## src/rtl/amd_consts.svh

```systemverilog
// Constants for the address-mode byte decoder
//
// Functional notes
// (RULE1) Addressing mode comes from the address-mode byte following the primary opcode.
// (RULE2) Implied-addressing instructions (push, pop) use no address-mode byte.
// (RULE3) In 32-bit addressing, SIB byte follows when r/m is 100 and mod not 11.
// (RULE4) With SIB byte, address form comes from mod, scale, index and base together.
// (RULE5) Middle three bits act as opcode extension or register field per instruction.
// (RULE6) Address-mode byte uses 16-bit map or 32-bit map by address size.
// (RULE7) 16-bit addressing uses 16-bit components; 32-bit addressing uses 32-bit components.
// (RULE8) 16-bit mod 00 selects BX+SI..BX forms, r/m 110 direct; BP forms use stack.
// (RULE9) 16-bit mod 01 adds byte displacement; r/m 110 is BP in stack segment.
// (RULE10) 16-bit mod 10 is as mod 01 but with halfword displacement.
// (RULE11) Mod 11 names a register operand by r/m; no memory address is made.
// (RULE12) 16-bit data: w=0 picks byte registers, w=1 picks 16-bit registers.
// (RULE13) 32-bit data: w=0 picks byte registers, w=1 picks 32-bit registers.
// (RULE14) The register field uses the same width-dependent mapping as register-form r/m.
// (RULE15) 32-bit mod 00 r/m 101 is direct word displacement; others register indirect.
// (RULE16) 32-bit mod 01 adds byte displacement; r/m 101 is EBP in stack segment.
// (RULE17) 32-bit mod 10 adds word displacement; EBP defaults to stack segment.
// (RULE18) Scale multiplies index by 1,2,4,8; index 100 means none, scale must be 00.
// (RULE19) SIB with mod 00 and base 101 is word displacement plus scaled index.
// (RULE20) Byte displacement is sign-extended; address sum wraps at address width.
`ifndef AMD_CONSTS_SVH
`define AMD_CONSTS_SVH

// ----------------------------------------------------------------
// Register offsets (byte addresses)
// ----------------------------------------------------------------
`define OFS_CTRL 8'h00
`define OFS_MODRM 8'h04
`define OFS_SIB 8'h08
`define OFS_DISP 8'h0c
`define OFS_BASEVAL 8'h10
`define OFS_INDEXVAL 8'h14
`define OFS_DECODE 8'h18
`define OFS_REGSEL 8'h1c
`define OFS_EADDR 8'h20

// ----------------------------------------------------------------
// Control field positions and reset values
// ----------------------------------------------------------------
`define CTRL_ADDR32 0
`define CTRL_DATA32 1
`define CTRL_WBIT 2
`define CTRL_IMPLIED 3
`define CTRL_REGFIELD 4
`define CTRL_RESET 5'h00
`define BYTE_RESET 8'h00
`define WORD_RESET 32'h0000_0000

// ----------------------------------------------------------------
// Field codes
// ----------------------------------------------------------------
`define MOD_REG 2'b11
`define MOD_NODISP 2'b00
`define MOD_BYTEDISP 2'b01
`define MOD_WORDDISP 2'b10
`define RM_SIB 3'b100
`define RM_DIRECT16 3'b110
`define RM_EBP 3'b101
`define IDX_NONE 3'b100
`define SCALE_ONE 2'b00
`define REG_BX 3'h3
`define REG_SP 3'h4
`define REG_BP 3'h5
`define REG_SI 3'h6
`define REG_DI 3'h7

`endif

```

## src/rtl/amd_pkg.sv

```systemverilog
// Types shared by the address-mode byte decoder
package amd_pkg;
  typedef enum logic [1:0] {DISP_NONE, DISP_BYTE, DISP_HALF, DISP_WORD} disp_size_type;
  typedef logic [2:0] reg_code_type;
  typedef enum logic [1:0] {SIZE_BYTE, SIZE_HALF, SIZE_WORD} opnd_size_type;
endpackage

```

## src/rtl/addr16_map.sv

```systemverilog
// 16-bit address-mode map
`timescale 1ns/1ps
`include "amd_consts.svh"
module addr16_map (
  input wire logic [1:0] modField,
  input wire logic [2:0] rmField,
  output logic hasBase,
  output amd_pkg::reg_code_type baseCode,
  output logic hasIndex,
  output amd_pkg::reg_code_type indexCode,
  output amd_pkg::disp_size_type dispSize,
  output logic stackSeg
);
  import amd_pkg::*;

  // Base and index per r/m code
  always_comb begin
    hasBase = 1'b1;
    baseCode = `REG_BX;
    hasIndex = 1'b1;
    indexCode = rmField[0] ? `REG_DI : `REG_SI;
    case (rmField)
      3'b000, 3'b001: baseCode = `REG_BX; // [RULE8]
      3'b010, 3'b011: baseCode = `REG_BP;
      3'b100, 3'b101: hasBase = 1'b0;
      3'b110: begin
        hasIndex = 1'b0;
        baseCode = `REG_BP; // [RULE9]
        hasBase = (modField != `MOD_NODISP); // [RULE8]
      end
      default: hasIndex = 1'b0;
    endcase
  end

  // Displacement size and stack default
  always_comb begin
    case (modField)
      `MOD_NODISP: dispSize = (rmField == `RM_DIRECT16) ? DISP_HALF : DISP_NONE; // [RULE8]
      `MOD_BYTEDISP: dispSize = DISP_BYTE; // [RULE9]
      `MOD_WORDDISP: dispSize = DISP_HALF; // [RULE10]
      default: dispSize = DISP_NONE;
    endcase
  end
  assign stackSeg = hasBase && (baseCode == `REG_BP); // [RULE8]

endmodule // addr16_map

```

## src/rtl/addr32_map.sv

```systemverilog
// 32-bit address-mode map, with scale-index-base byte
`timescale 1ns/1ps
`include "amd_consts.svh"
module addr32_map (
  input wire logic [1:0] modField,
  input wire logic [2:0] rmField,
  input wire logic [7:0] sibByte,
  output logic sibNeeded,
  output logic hasBase,
  output amd_pkg::reg_code_type baseCode,
  output logic hasIndex,
  output amd_pkg::reg_code_type indexCode,
  output logic [1:0] scale,
  output amd_pkg::disp_size_type dispSize,
  output logic stackSeg,
  output logic undefinedForm
);
  import amd_pkg::*;

  // Second byte presence and field pick
  assign sibNeeded = (rmField == `RM_SIB) && (modField != `MOD_REG); // [RULE3]
  assign baseCode = sibNeeded ? sibByte[2:0] : rmField; // [RULE4]
  assign indexCode = sibByte[5:3];
  assign hasIndex = sibNeeded && (indexCode != `IDX_NONE); // [RULE18]
  assign scale = hasIndex ? sibByte[7:6] : `SCALE_ONE; // [RULE18]
  assign undefinedForm = sibNeeded && !hasIndex && (sibByte[7:6] != `SCALE_ONE);
  wire direct = (modField == `MOD_NODISP) && (baseCode == `RM_EBP); // [RULE15] [RULE19]
  assign hasBase = !direct;
  assign stackSeg = hasBase && (baseCode == `REG_SP || baseCode == `REG_BP); // [RULE16] [RULE17]

  // Displacement size
  always_comb begin
    case (modField)
      `MOD_NODISP: dispSize = direct ? DISP_WORD : DISP_NONE; // [RULE15]
      `MOD_BYTEDISP: dispSize = DISP_BYTE; // [RULE16]
      `MOD_WORDDISP: dispSize = DISP_WORD; // [RULE17]
      default: dispSize = DISP_NONE;
    endcase
  end

endmodule // addr32_map

```

## src/rtl/addr_mode_decoder.sv

```systemverilog
// Address-mode byte decoder with AHB-Lite register access
//
// The AHB-Lite slave port and the placing of the registers were chosen for this implementation.
`timescale 1ns/1ps
`include "amd_consts.svh"
module addr_mode_decoder (
  input wire logic clk,
  input wire logic arst_n,
  input wire logic hsel,
  input wire logic [31:0] haddr,
  input wire logic [1:0] htrans,
  input wire logic hwrite,
  input wire logic [2:0] hsize,
  input wire logic [31:0] hwdata,
  input wire logic hready,
  output logic hreadyout,
  output logic hresp,
  output logic [31:0] hrdata
);
  import amd_pkg::*;

  // ----------------------------------------------------------------
  // Bus slave
  // ----------------------------------------------------------------
  logic [4:0] ctrl_reg;
  logic [7:0] modrm_reg;
  logic [7:0] sib_reg;
  logic [31:0] disp_reg;
  logic [31:0] baseVal_reg;
  logic [31:0] indexVal_reg;
  logic wrPend_reg;
  logic [7:0] wrAddr_reg;
  logic [31:0] rdata_reg;
  logic [31:0] readData;

  // Address phase acceptance; only word transfers are expected
  wire accept = hsel && htrans[1] && hready;
  wire addrHit = (haddr[31:8] == 24'h0);
  wire [7:0] rdOfs = addrHit ? haddr[7:0] : 8'hff;

  // Data phase write strobes
  wire wrCtrl = wrPend_reg && (wrAddr_reg == `OFS_CTRL);
  wire wrModrm = wrPend_reg && (wrAddr_reg == `OFS_MODRM);
  wire wrSib = wrPend_reg && (wrAddr_reg == `OFS_SIB);
  wire wrDisp = wrPend_reg && (wrAddr_reg == `OFS_DISP);
  wire wrBase = wrPend_reg && (wrAddr_reg == `OFS_BASEVAL);
  wire wrIndex = wrPend_reg && (wrAddr_reg == `OFS_INDEXVAL);

  // Zero wait states, always OKAY
  assign hreadyout = 1'b1;
  assign hresp = 1'b0;
  assign hrdata = rdata_reg;

  // Bus phase tracking and read capture
  always_ff @(posedge clk or negedge arst_n) begin
    if (!arst_n) begin
      wrPend_reg <= 1'b0;
      wrAddr_reg <= 8'h00;
      rdata_reg <= `WORD_RESET;
    end else begin
      wrPend_reg <= accept && hwrite;
      wrAddr_reg <= addrHit ? haddr[7:0] : 8'hff;
      if (accept && !hwrite) begin
        rdata_reg <= readData;
      end
    end
  end

  // Software-written registers
  always_ff @(posedge clk or negedge arst_n) begin
    if (!arst_n) begin
      ctrl_reg <= `CTRL_RESET;
      modrm_reg <= `BYTE_RESET;
      sib_reg <= `BYTE_RESET;
    end else begin
      if (wrCtrl) ctrl_reg <= hwdata[4:0];
      if (wrModrm) modrm_reg <= hwdata[7:0]; // [RULE1]
      if (wrSib) sib_reg <= hwdata[7:0];
    end
  end

  // Address component registers
  always_ff @(posedge clk or negedge arst_n) begin
    if (!arst_n) begin
      disp_reg <= `WORD_RESET;
      baseVal_reg <= `WORD_RESET;
      indexVal_reg <= `WORD_RESET;
    end else begin
      if (wrDisp) disp_reg <= hwdata;
      if (wrBase) baseVal_reg <= hwdata;
      if (wrIndex) indexVal_reg <= hwdata;
    end
  end

  // ----------------------------------------------------------------
  // Field split and mode selection
  // ----------------------------------------------------------------
  wire addr32 = ctrl_reg[`CTRL_ADDR32];
  wire data32 = ctrl_reg[`CTRL_DATA32];
  wire wBit = ctrl_reg[`CTRL_WBIT];
  wire implied = ctrl_reg[`CTRL_IMPLIED];
  wire regFieldUsed = ctrl_reg[`CTRL_REGFIELD];
  wire [1:0] modF = modrm_reg[7:6]; // [RULE1]
  wire [2:0] midF = modrm_reg[5:3];
  wire [2:0] rmF = modrm_reg[2:0];

  // Implied addressing skips the byte; mod 11 is register form
  wire isRegForm = !implied && (modF == `MOD_REG); // [RULE2] [RULE11]
  wire memForm = !implied && (modF != `MOD_REG); // [RULE11]

  // Middle bits go to register select or opcode extension
  wire extValid = !implied && !regFieldUsed; // [RULE5]
  wire regValid = !implied && regFieldUsed; // [RULE5]

  // ----------------------------------------------------------------
  // Address maps
  // ----------------------------------------------------------------
  logic b16;
  logic i16;
  logic s16;
  reg_code_type bc16;
  reg_code_type ic16;
  disp_size_type ds16;
  logic sib32;
  logic b32;
  logic i32;
  logic s32;
  logic undef32;
  logic [1:0] sc32;
  reg_code_type bc32;
  reg_code_type ic32;
  disp_size_type ds32;

  addr16_map map16 (
    .modField(modF),
    .rmField(rmF),
    .hasBase(b16),
    .baseCode(bc16),
    .hasIndex(i16),
    .indexCode(ic16),
    .dispSize(ds16),
    .stackSeg(s16)
  );

  addr32_map map32 (
    .modField(modF),
    .rmField(rmF),
    .sibByte(sib_reg),
    .sibNeeded(sib32),
    .hasBase(b32),
    .baseCode(bc32),
    .hasIndex(i32),
    .indexCode(ic32),
    .scale(sc32),
    .dispSize(ds32),
    .stackSeg(s32),
    .undefinedForm(undef32)
  );

  // Pick the map by address size, gated by form
  wire sibNeeded = memForm && addr32 && sib32; // [RULE3]
  wire hasBase = memForm && (addr32 ? b32 : b16); // [RULE6]
  wire hasIndex = memForm && (addr32 ? i32 : i16); // [RULE6]
  wire [2:0] baseCode = addr32 ? bc32 : bc16;
  wire [2:0] indexCode = addr32 ? ic32 : ic16;
  wire [1:0] scale = (memForm && addr32) ? sc32 : `SCALE_ONE; // [RULE18]
  wire undefForm = memForm && addr32 && undef32;
  wire stackSeg = implied || (memForm && (addr32 ? s32 : s16)); // [RULE2]
  disp_size_type dispSize;
  assign dispSize = memForm ? (addr32 ? ds32 : ds16) : DISP_NONE; // [RULE4]

  // ----------------------------------------------------------------
  // Register operand selection
  // ----------------------------------------------------------------
  logic [2:0] physReg [2];
  logic highByte [2];
  opnd_size_type opSize;
  wire [2:0] fieldSrc [2];

  assign fieldSrc[0] = rmF;
  assign fieldSrc[1] = midF;
  assign opSize = !wBit ? SIZE_BYTE : (data32 ? SIZE_WORD : SIZE_HALF); // [RULE12] [RULE13]

  // Byte codes 4..7 name the high byte of registers 0..3
  genvar g;
  generate
    for (g = 0; g < 2; g++) begin : gSel
      assign physReg[g] = wBit ? fieldSrc[g] : {1'b0, fieldSrc[g][1:0]}; // [RULE14]
      assign highByte[g] = !wBit && fieldSrc[g][2]; // [RULE12] [RULE13]
    end
  endgenerate

  // ----------------------------------------------------------------
  // Effective address
  // ----------------------------------------------------------------
  wire [31:0] baseRaw = hasBase ? baseVal_reg : 32'h0;
  wire [31:0] idxRaw = hasIndex ? indexVal_reg : 32'h0;
  wire [31:0] baseOp = addr32 ? baseRaw : {16'h0, baseRaw[15:0]}; // [RULE7]
  wire [31:0] idxOp = addr32 ? idxRaw : {16'h0, idxRaw[15:0]}; // [RULE7]
  wire [31:0] idxScaled = idxOp << scale; // [RULE18]
  logic [31:0] dispOp;

  // Displacement extended to address width
  always_comb begin
    case (dispSize)
      DISP_BYTE: dispOp = {{24{disp_reg[7]}}, disp_reg[7:0]}; // [RULE20]
      DISP_HALF: dispOp = {16'h0, disp_reg[15:0]};
      DISP_WORD: dispOp = disp_reg;
      default: dispOp = 32'h0;
    endcase
  end

  // Sum wraps at the address width
  wire [31:0] eaSum = baseOp + idxScaled + dispOp; // [RULE20]
  wire [31:0] eaddr = !memForm ? 32'h0 : (addr32 ? eaSum : {16'h0, eaSum[15:0]}); // [RULE7]

  // ----------------------------------------------------------------
  // Status words and read mux
  // ----------------------------------------------------------------
  wire [31:0] decodeWord = {6'h0, implied, undefForm, 1'b0, midF, extValid, regValid,
    scale, 1'b0, indexCode, 1'b0, baseCode, 1'b0, hasIndex, hasBase, stackSeg,
    dispSize, isRegForm, sibNeeded};
  wire [31:0] regSelWord = {14'h0, opSize, 3'h0, highByte[1], 1'b0, physReg[1],
    1'b0, highByte[0], 1'b0, physReg[0], isRegForm, regValid};

  assign readData =
    (rdOfs == `OFS_CTRL) ? {27'h0, ctrl_reg} :
    (rdOfs == `OFS_MODRM) ? {24'h0, modrm_reg} :
    (rdOfs == `OFS_SIB) ? {24'h0, sib_reg} :
    (rdOfs == `OFS_DISP) ? disp_reg :
    (rdOfs == `OFS_BASEVAL) ? baseVal_reg :
    (rdOfs == `OFS_INDEXVAL) ? indexVal_reg :
    (rdOfs == `OFS_DECODE) ? decodeWord :
    (rdOfs == `OFS_REGSEL) ? regSelWord :
    (rdOfs == `OFS_EADDR) ? eaddr : 32'h0;
endmodule // addr_mode_decoder

```

## config.mk

```make
export PLATFORM = sky130hd
export DESIGN_NAME = addr_mode_decoder
export DESIGN_NICKNAME = d
export VERILOG_FILES = /design/src/rtl/amd_pkg.sv /design/src/rtl/addr16_map.sv /design/src/rtl/addr32_map.sv /design/src/rtl/addr_mode_decoder.sv
export VERILOG_INCLUDE_DIRS = /design/src /design/src/rtl
export SDC_FILE = /design/constraint.sdc
export NUM_CORES = 1
export LEC_CHECK = 0
export BUFFER_PORTS_ARGS = -buffer_cell sky130_fd_sc_hd__buf_2
export CAP_MARGIN = 20
export CORE_ASPECT_RATIO = 1.1
export CORE_MARGIN = 10
export CORE_UTILIZATION = 60
export DETAILED_ROUTE_END_ITERATION = 16
export PLACE_DENSITY = 0.8
export RECOVER_POWER = 25
export SLEW_MARGIN = 15
export SYNTH_ARGS = -nofsm -noshare
export SYNTH_HDL_FRONTEND = slang
export SYNTH_SLANG_ARGS = --single-unit
```

## constraint.sdc

```tcl
create_clock -name clk -period 7.1 [get_ports clk]
set_input_delay 1.42 -clock clk [delete_from_list [all_inputs] [get_ports clk]]
set_output_delay 1.42 -clock clk [all_outputs]
set_load 0.005 [all_outputs]
```

Yosys cells after proc, flatten, opt, wreduce, memory -nomap -nowiden
Cells that the tools add are included.
{"block": "word_totals", "in_bits": 74, "elab_cells": 128, "ff_bits": 158, "output_inout_bits": 34}
{"block": "op_classes", "eq_ne": 30, "n_reduce_logical": 47, "n_shift": 1, "mux": 39, "n_addsub": 2}
{"cell": "32-bit two-way mux", "n": 15}
{"cell": "32-bit one-hot mux with 3 select lines", "n": 1}
{"cell": "32-bit adder", "n": 2}
{"cell": "8-bit by 5-bit equality test with 1-bit output, second input constant", "n": 6}
{"cell": "8-bit by 4-bit equality test with 1-bit output, second input constant", "n": 4}
{"cell": "32-bit by 2-bit << shifter with 32-bit output", "n": 1}
{"cell": "1-bit logical AND", "n": 29}
{"cell": "24-bit logical NOT", "n": 1}
{"cell": "3-bit equality test, second input constant", "n": 6}
{"cell": "3-bit two-way mux", "n": 6}
{"cell": "8-bit by 3-bit equality test with 1-bit output, second input constant", "n": 2}
{"cell": "8-bit logical NOT", "n": 2}
{"cell": "2-bit two-way mux", "n": 8}
{"cell": "2-bit one-hot mux with 3 select lines", "n": 2}
{"cell": "2-bit equality test, second input constant", "n": 4}
{"cell": "8-bit by 6-bit equality test with 1-bit output, second input constant", "n": 1}
{"cell": "8-bit two-way mux", "n": 1}
{"cell": "3-bit by 2-bit equality test with 1-bit output, second input constant", "n": 2}
{"cell": "1-bit logical NOT", "n": 6}
{"cell": "6-bit OR reduction", "n": 1}
{"cell": "1-bit two-way mux", "n": 5}
{"cell": "2-bit by 1-bit equality test with 1-bit output, second input constant", "n": 2}
{"cell": "2-bit nonzero test", "n": 2}
{"cell": "3-bit by 1-bit equality test with 1-bit output, second input constant", "n": 1}
{"cell": "8 further kinds", "n": 9}

Depth between registers and ports, before layout
{"block": "depth", "depth_word": 23, "mapped_depth": 21, "ltp_nobuf": 20}

Cells and area by module
From an unflattened synthesis, not the netlist that was laid out.
{"block": "unflattened", "hier_cells": 1207, "hier_area_um2": 11511.0}
{"mod": "addr_mode_decoder", "seq_area_each_um2": 3953.8, "cells_each": 1164, "area_each_um2": 11175.7, "n_inst": 1}
{"mod": "addr32_map", "seq_area_each_um2": 0.0, "cells_each": 27, "area_each_um2": 227.7, "n_inst": 1}
{"mod": "addr16_map", "seq_area_each_um2": 0.0, "cells_each": 16, "area_each_um2": 107.6, "n_inst": 1}

Worst setup path before layout
No wires, ideal clock.
{"block": "synth_path", "path_kind": "register to register", "from": "reg modrm_reg[6]", "to": "reg rdata_reg[29] (netlist: hrdata[29])", "setup_slack_ps": 2240, "stages_incl_launch_ff": 21, "synth_period_minus_slack_ps": 4860, "arrival_time_ps": 4732, "t_required_ps": 6973, "path_buffers": 3, "setup_time_ps": 127, "cell_sequence": "dfrtp_1 -> ha_1 -> nor4bb_1 -> o211a_1 -> o311ai_1 -> nor3b_1 -> clkbuf_1 -> clkbuf_1 -> a21oi_1 -> fa_1 -> inv_1 -> ha_1 -> clkbuf_1 -> a21o_1 -> a21o_1 -> a21o_1 -> a211oi_2 -> o2111ai_1 -> a21o_1 -> a31oi_1 -> o21ai_0"}
{"block": "synth_via", "elab_chain_len": 23, "word_cells_on_any_way": 47, "cone_classes": "add/sub (2); eq/ne (7); shift (1); mux (27); reduce/logical (10)"}
{"element": "from (decl)", "line": "addr_mode_decoder.sv:26", "text": "logic [7:0] modrm_reg;"}
{"element": "from (signal assigned)", "line": "addr_mode_decoder.sv:73", "text": "modrm_reg <= `BYTE_RESET;"}
{"element": "from (signal assigned)", "line": "addr_mode_decoder.sv:77", "text": "if (wrModrm) modrm_reg <= hwdata[7:0];"}
{"element": "2-bit != test (no source line)"}
{"element": "1-bit logical AND", "line": "addr32_map.sv:21", "text": "assign sibNeeded = (rmField == `RM_SIB) && (modField != `MOD_REG);"}
{"element": "3-bit two-way mux", "line": "addr32_map.sv:22", "text": "assign baseCode = sibNeeded ? sibByte[2:0] : rmField;"}
{"element": "3-bit equality test (no source line)"}
{"element": "1-bit logical AND", "line": "addr32_map.sv:27", "text": "wire direct = (modField == `MOD_NODISP) && (baseCode == `RM_EBP);"}
{"element": "1-bit logical NOT or 2-bit two-way mux (tied branches)", "line": "addr32_map.sv:28, addr32_map.sv:34"}
{"element": "1-bit two-way mux or 2-bit one-hot mux with 3 select lines (tied branches)", "line": "addr_mode_decoder.sv:162, addr32_map.sv:33"}
{"element": "1-bit logical AND or 2-bit two-way mux (tied branches)", "line": "addr_mode_decoder.sv:162, addr_mode_decoder.sv:170"}
{"element": "[7 not listed]"}
{"element": "32-bit two-way mux (*)", "line": "addr_mode_decoder.sv:234", "text": "(rdOfs == `OFS_REGSEL) ? regSelWord :"}
{"element": "32-bit two-way mux (*)", "line": "addr_mode_decoder.sv:233", "text": "(rdOfs == `OFS_DECODE) ? decodeWord :"}
{"element": "32-bit two-way mux (*)", "line": "addr_mode_decoder.sv:232", "text": "(rdOfs == `OFS_INDEXVAL) ? indexVal_reg :"}
{"element": "32-bit two-way mux (*)", "line": "addr_mode_decoder.sv:231", "text": "(rdOfs == `OFS_BASEVAL) ? baseVal_reg :"}
{"element": "32-bit two-way mux (*)", "line": "addr_mode_decoder.sv:230", "text": "(rdOfs == `OFS_DISP) ? disp_reg :"}
{"element": "32-bit two-way mux (*)", "line": "addr_mode_decoder.sv:229", "text": "(rdOfs == `OFS_SIB) ? {24'h0, sib_reg} :"}
{"element": "32-bit two-way mux (*)", "line": "addr_mode_decoder.sv:228", "text": "(rdOfs == `OFS_MODRM) ? {24'h0, modrm_reg} :"}
{"element": "32-bit two-way mux (*)", "line": "addr_mode_decoder.sv:227", "text": "(rdOfs == `OFS_CTRL) ? {27'h0, ctrl_reg} :"}
{"element": "to (signal assigned)", "line": "addr_mode_decoder.sv:59", "text": "rdata_reg <= `WORD_RESET;"}
{"element": "to (signal assigned)", "line": "addr_mode_decoder.sv:64", "text": "rdata_reg <= readData;"}
{"element": "to (decl)", "line": "addr_mode_decoder.sv:33", "text": "logic [31:0] rdata_reg;"}
Mark *: on every way between the ends. The rest lies on a longest branch, timed or not.
A chain may end at the register's enable or synchronous reset.

Worst setup path after layout
{"block": "layout_path", "from": "reg modrm_reg[7]", "to": "reg rdata_reg[31] (netlist: hrdata[31])"}
The elaborated chain is that of the path after synthesis.

==> flow_metrics.env <==
export IMPL_cpPeakStageDelay_ps=630
export IMPL_vias=10180
export IMPL_violations="max-capacitance violations, max-slew violations"
export IMPL_fillers=1418
export IMPL_placed_area_sq_mm=0.01199
export IMPL_dieArea_sq_mm=0.02461
export IMPL_core_sq_mm=0.01841
export IMPL_drtPass1Iterations=6
export IMPL_async_flop_share_pct=100.0
export IMPL_worst_pin_slew_ps=5164
export IMPL_synth_seq_cells=158
export IMPL_ir_drop_mv=0.1942
export IMPL_slew_headroom_pct=-244.3
export IMPL_synth_distinct_cells=74
export IMPL_die_h_um=163.5
export IMPL_globalplace_congestion=0.9956
export IMPL_cts_tree="yes"
export IMPL_p_leak_nw=5.766
export IMPL_syn2layout_area_growth_pct=12.26
export IMPL_syn_avg_cell_area_sq_um=9.615
export IMPL_drive_gt1_share_pct=24.62
export IMPL_crit_fanout=13
export IMPL_grt_first_pass_wirelength_um=56190
export IMPL_viasPerCell=6.794
export IMPL_required_ps=7410
export IMPL_drtIter0Drc=1396
export IMPL_cp_slowest_cell="and2_1"
export IMPL_multi_input_area_sq_mm=0.006740
export IMPL_numCtsBuffers=17
export IMPL_wl_per_cell_um=23.96
export IMPL_slew_viol_final=100
export IMPL_ys_flop_type="dfrtp_1"
export IMPL_grt_ovfl_total=0
export IMPL_synth_top_cell_area_share_pct=35.18
export IMPL_wirelength_um=35890
export IMPL_yosysWarningCount=0
export IMPL_cp_depth=17
export IMPL_rsz0062_at_grt="false"
export IMPL_grt_start_max_net_pins=100
export IMPL_regToRegSetupSlack_ps=1210
export IMPL_dp_hpwl_um=25440
export IMPL_n_antenna_cell=0
export IMPL_synth_edf_count=0
export IMPL_num_rows=52
export IMPL_fin_crit_ps=5891
export IMPL_grt_pass1_vias=10050
export IMPL_holdBufCountCts=0
export IMPL_synth_seq_area_share_pct=35.18
export IMPL_synth_area_leaders="dfrtp_1, mux2_2, fa_1"
export IMPL_start_kind="register"
export IMPL_track_usage_pct=29.36
export IMPL_synth_area_leader_cell="dfrtp_1"
export IMPL_antenna_left=0
export IMPL_crit_family="simple AND/OR/NAND/NOR gates"
export IMPL_cts_sinks=158
export IMPL_die_w_um=150.5
export IMPL_path_buf_inv=1
export IMPL_r2r_start="modrm_reg[7]$_DFFE_PN0P_"
export IMPL_hold_start="hrdata[11]$_DFFE_PN0P_"
export IMPL_ctsHtreeMaxLevel=4
export IMPL_path_cells="ha_1 > nor2_1 > and4_1 > and2_1 > mux4_2 > nand2_1 > fa_1 > inv_1 > ha_1 > and4_1 > a41oi_1 > o211ai_1 > a211oi_2 > o2111ai_1 > a31oi_1 > xnor2_1 > o21ai_0"
export IMPL_hp_class="register to register"
export IMPL_cts_resized=0
export IMPL_cp_arrival_ps=6200
export IMPL_clkTransAtPathRegs_ps=60
export IMPL_clk_latency_ps=430
export IMPL_initial_core_util_pct=61.04
export IMPL_io_buffers=101
export IMPL_startpoint="modrm_reg[7]$_DFFE_PN0P_"
export IMPL_antenna_found_initial=0
export IMPL_root_buffer="clkbuf_16"
export IMPL_clockBufferDepth=2
export IMPL_setup_viol=0
export IMPL_cp_endpoint="hrdata[31]$_DFFE_PN0P_"
export IMPL_worst_setup_path_end_kind="register"
export IMPL_min_period_over_period_pct=82.98
export IMPL_ios=108
export IMPL_fin_skew_ps=8.764
export IMPL_final_area_sq_mm=0.01262
export IMPL_max_cap_violations=1
export IMPL_status="finished, violations left"
export IMPL_reg2regPathDepth=17
export IMPL_layout_nets=1381
export IMPL_cts_setup_buffers=0
export IMPL_fmax_mhz=169.7
export IMPL_seq_area_sq_mm=0.003954
export IMPL_path_class="register to register"
export IMPL_r2r_end="hrdata[31]$_DFFE_PN0P_"
export IMPL_p_per_area_mw_per_mm2=166.0
export IMPL_syn_nets=1308
export IMPL_hold_viol_final=0
export IMPL_fin_setup_tns_ps=0
export IMPL_synth_area_sq_mm=0.01124
export IMPL_synthCells=1169
export IMPL_drc=0
-- worst min-delay path by stage --
stage,cells past startpoint,end
after global placement,2,hrdata[1]$_DFFE_PN0P_
after detailed placement,1,hrdata[11]$_DFFE_PN0P_
after CTS,1,hrdata[11]$_DFFE_PN0P_
after floorplan,2,hrdata[13]$_DFFE_PN0P_
after global routing,1,hrdata[11]$_DFFE_PN0P_
final,1,hrdata[11]$_DFFE_PN0P_
-- cell usage in the layout, fill, tap and decap left out, types with 7 or more instances in the layout --
master,synthesis,final
dfrtp_1,158,158
nand2_1,149,149
mux2_2,113,113
buf_2,12,100
a21oi_1,81,81
inv_1,77,77
o21ai_0,65,65
nor2_1,49,49
ha_1,33,33
fa_1,32,32
nand3_1,26,26
buf_4,3,23
a21o_1,21,21
mux4_2,20,20
clkbuf_16,0,17
o211ai_1,14,14
xnor2_1,13,13
a31oi_1,12,12
nand4_1,11,11
mux2i_1,11,11
a221o_1,11,11
a222oi_1,11,11
xor2_1,11,11
or3_1,10,10
and3_1,10,10
and2_1,10,10
a221oi_1,10,10
a22oi_1,10,10
nor2b_1,9,9
nor4_1,9,8
a22o_1,8,8
nor3_1,8,7
-- cells by family (layout without fill, tap and decap cells) --
| logic type | Yosys count | in the layout | share of synthesized area [%] |
|---|---|---|---|
| adders and majority gates | 65 | 65 | 9.373 |
| DFF | 158 | 158 | 35.18 |
| xor gates and xnor gates | 24 | 24 | 1.870 |
| and+or+nand+nor | 328 | 328 | 14.29 |
| other | 2 | 2 | 0.06682 |
| buffers and inverters | 148 | 234 | 5.176 |
| muxes | 144 | 144 | 16.31 |
| AOI/OAI and AO/OA | 300 | 300 | 17.73 |
-- power by group --
group	internal, W	switching [W]
logic	0.0000556	0.0000636
registers	0.000935	0.0000380
clock network	0.000619	0.000384
-- per-stage QoR --
| stage | hold WS (ps) | total power, W | instances | utilization [%] | setup WS, ps |
|---|---|---|---|---|---|
| finish | 474.0 | 0.002095 | 1498 | 68.52 | 1209 |
| global route | 492.0 | 0.002156 | 1498 | 68.52 | 469.0 |
| CTS | 480.5 | 0.002102 | 1498 | 68.56 | 1363 |
| detailed placement | 462.5 | 0.001107 | 1466 | 65.13 | 1390 |
| global placement | 460.2 | 0.001101 | 1466 | 65.13 | 1423 |
| floorplan | 473.3 | 0.001027 | 1169 | - | 2240 |
-- cells in the mapped netlist, drive strengths merged, types with 12 or more instances --
cell / count
xnor2: 13
o211ai: 14
mux4: 20
nand4: 12
dfrtp: 158
a21o: 21
buf: 17
a31oi: 12
nand3: 26
inv: 77
a21oi: 81
o21ai: 65
fa: 32
clkbuf: 54
ha: 33
nand2: 150
mux2: 113
nor2: 49
-- per-layer routing --
metal	vias to the layer above	global-route usage, %	wire length (um)
met5	-	0	0
met4	0	13.09	1566
met3	114	8.359	4419
met2	688	44.30	15830
met1	4974	38.52	14080
li1	4401	-	-
-- cell type report --
cell class,count,share of cell area (%)
Multi-Input combinational cell,863,53.42
Clock buffer,23,3.788
Clock inverter,9,1.230
Sequential cell,158,31.34
Timing Repair Buffer,125,5.524
Inverter,77,2.291
Tap cell,243,2.410
Power figures use the tool's default switching activity.
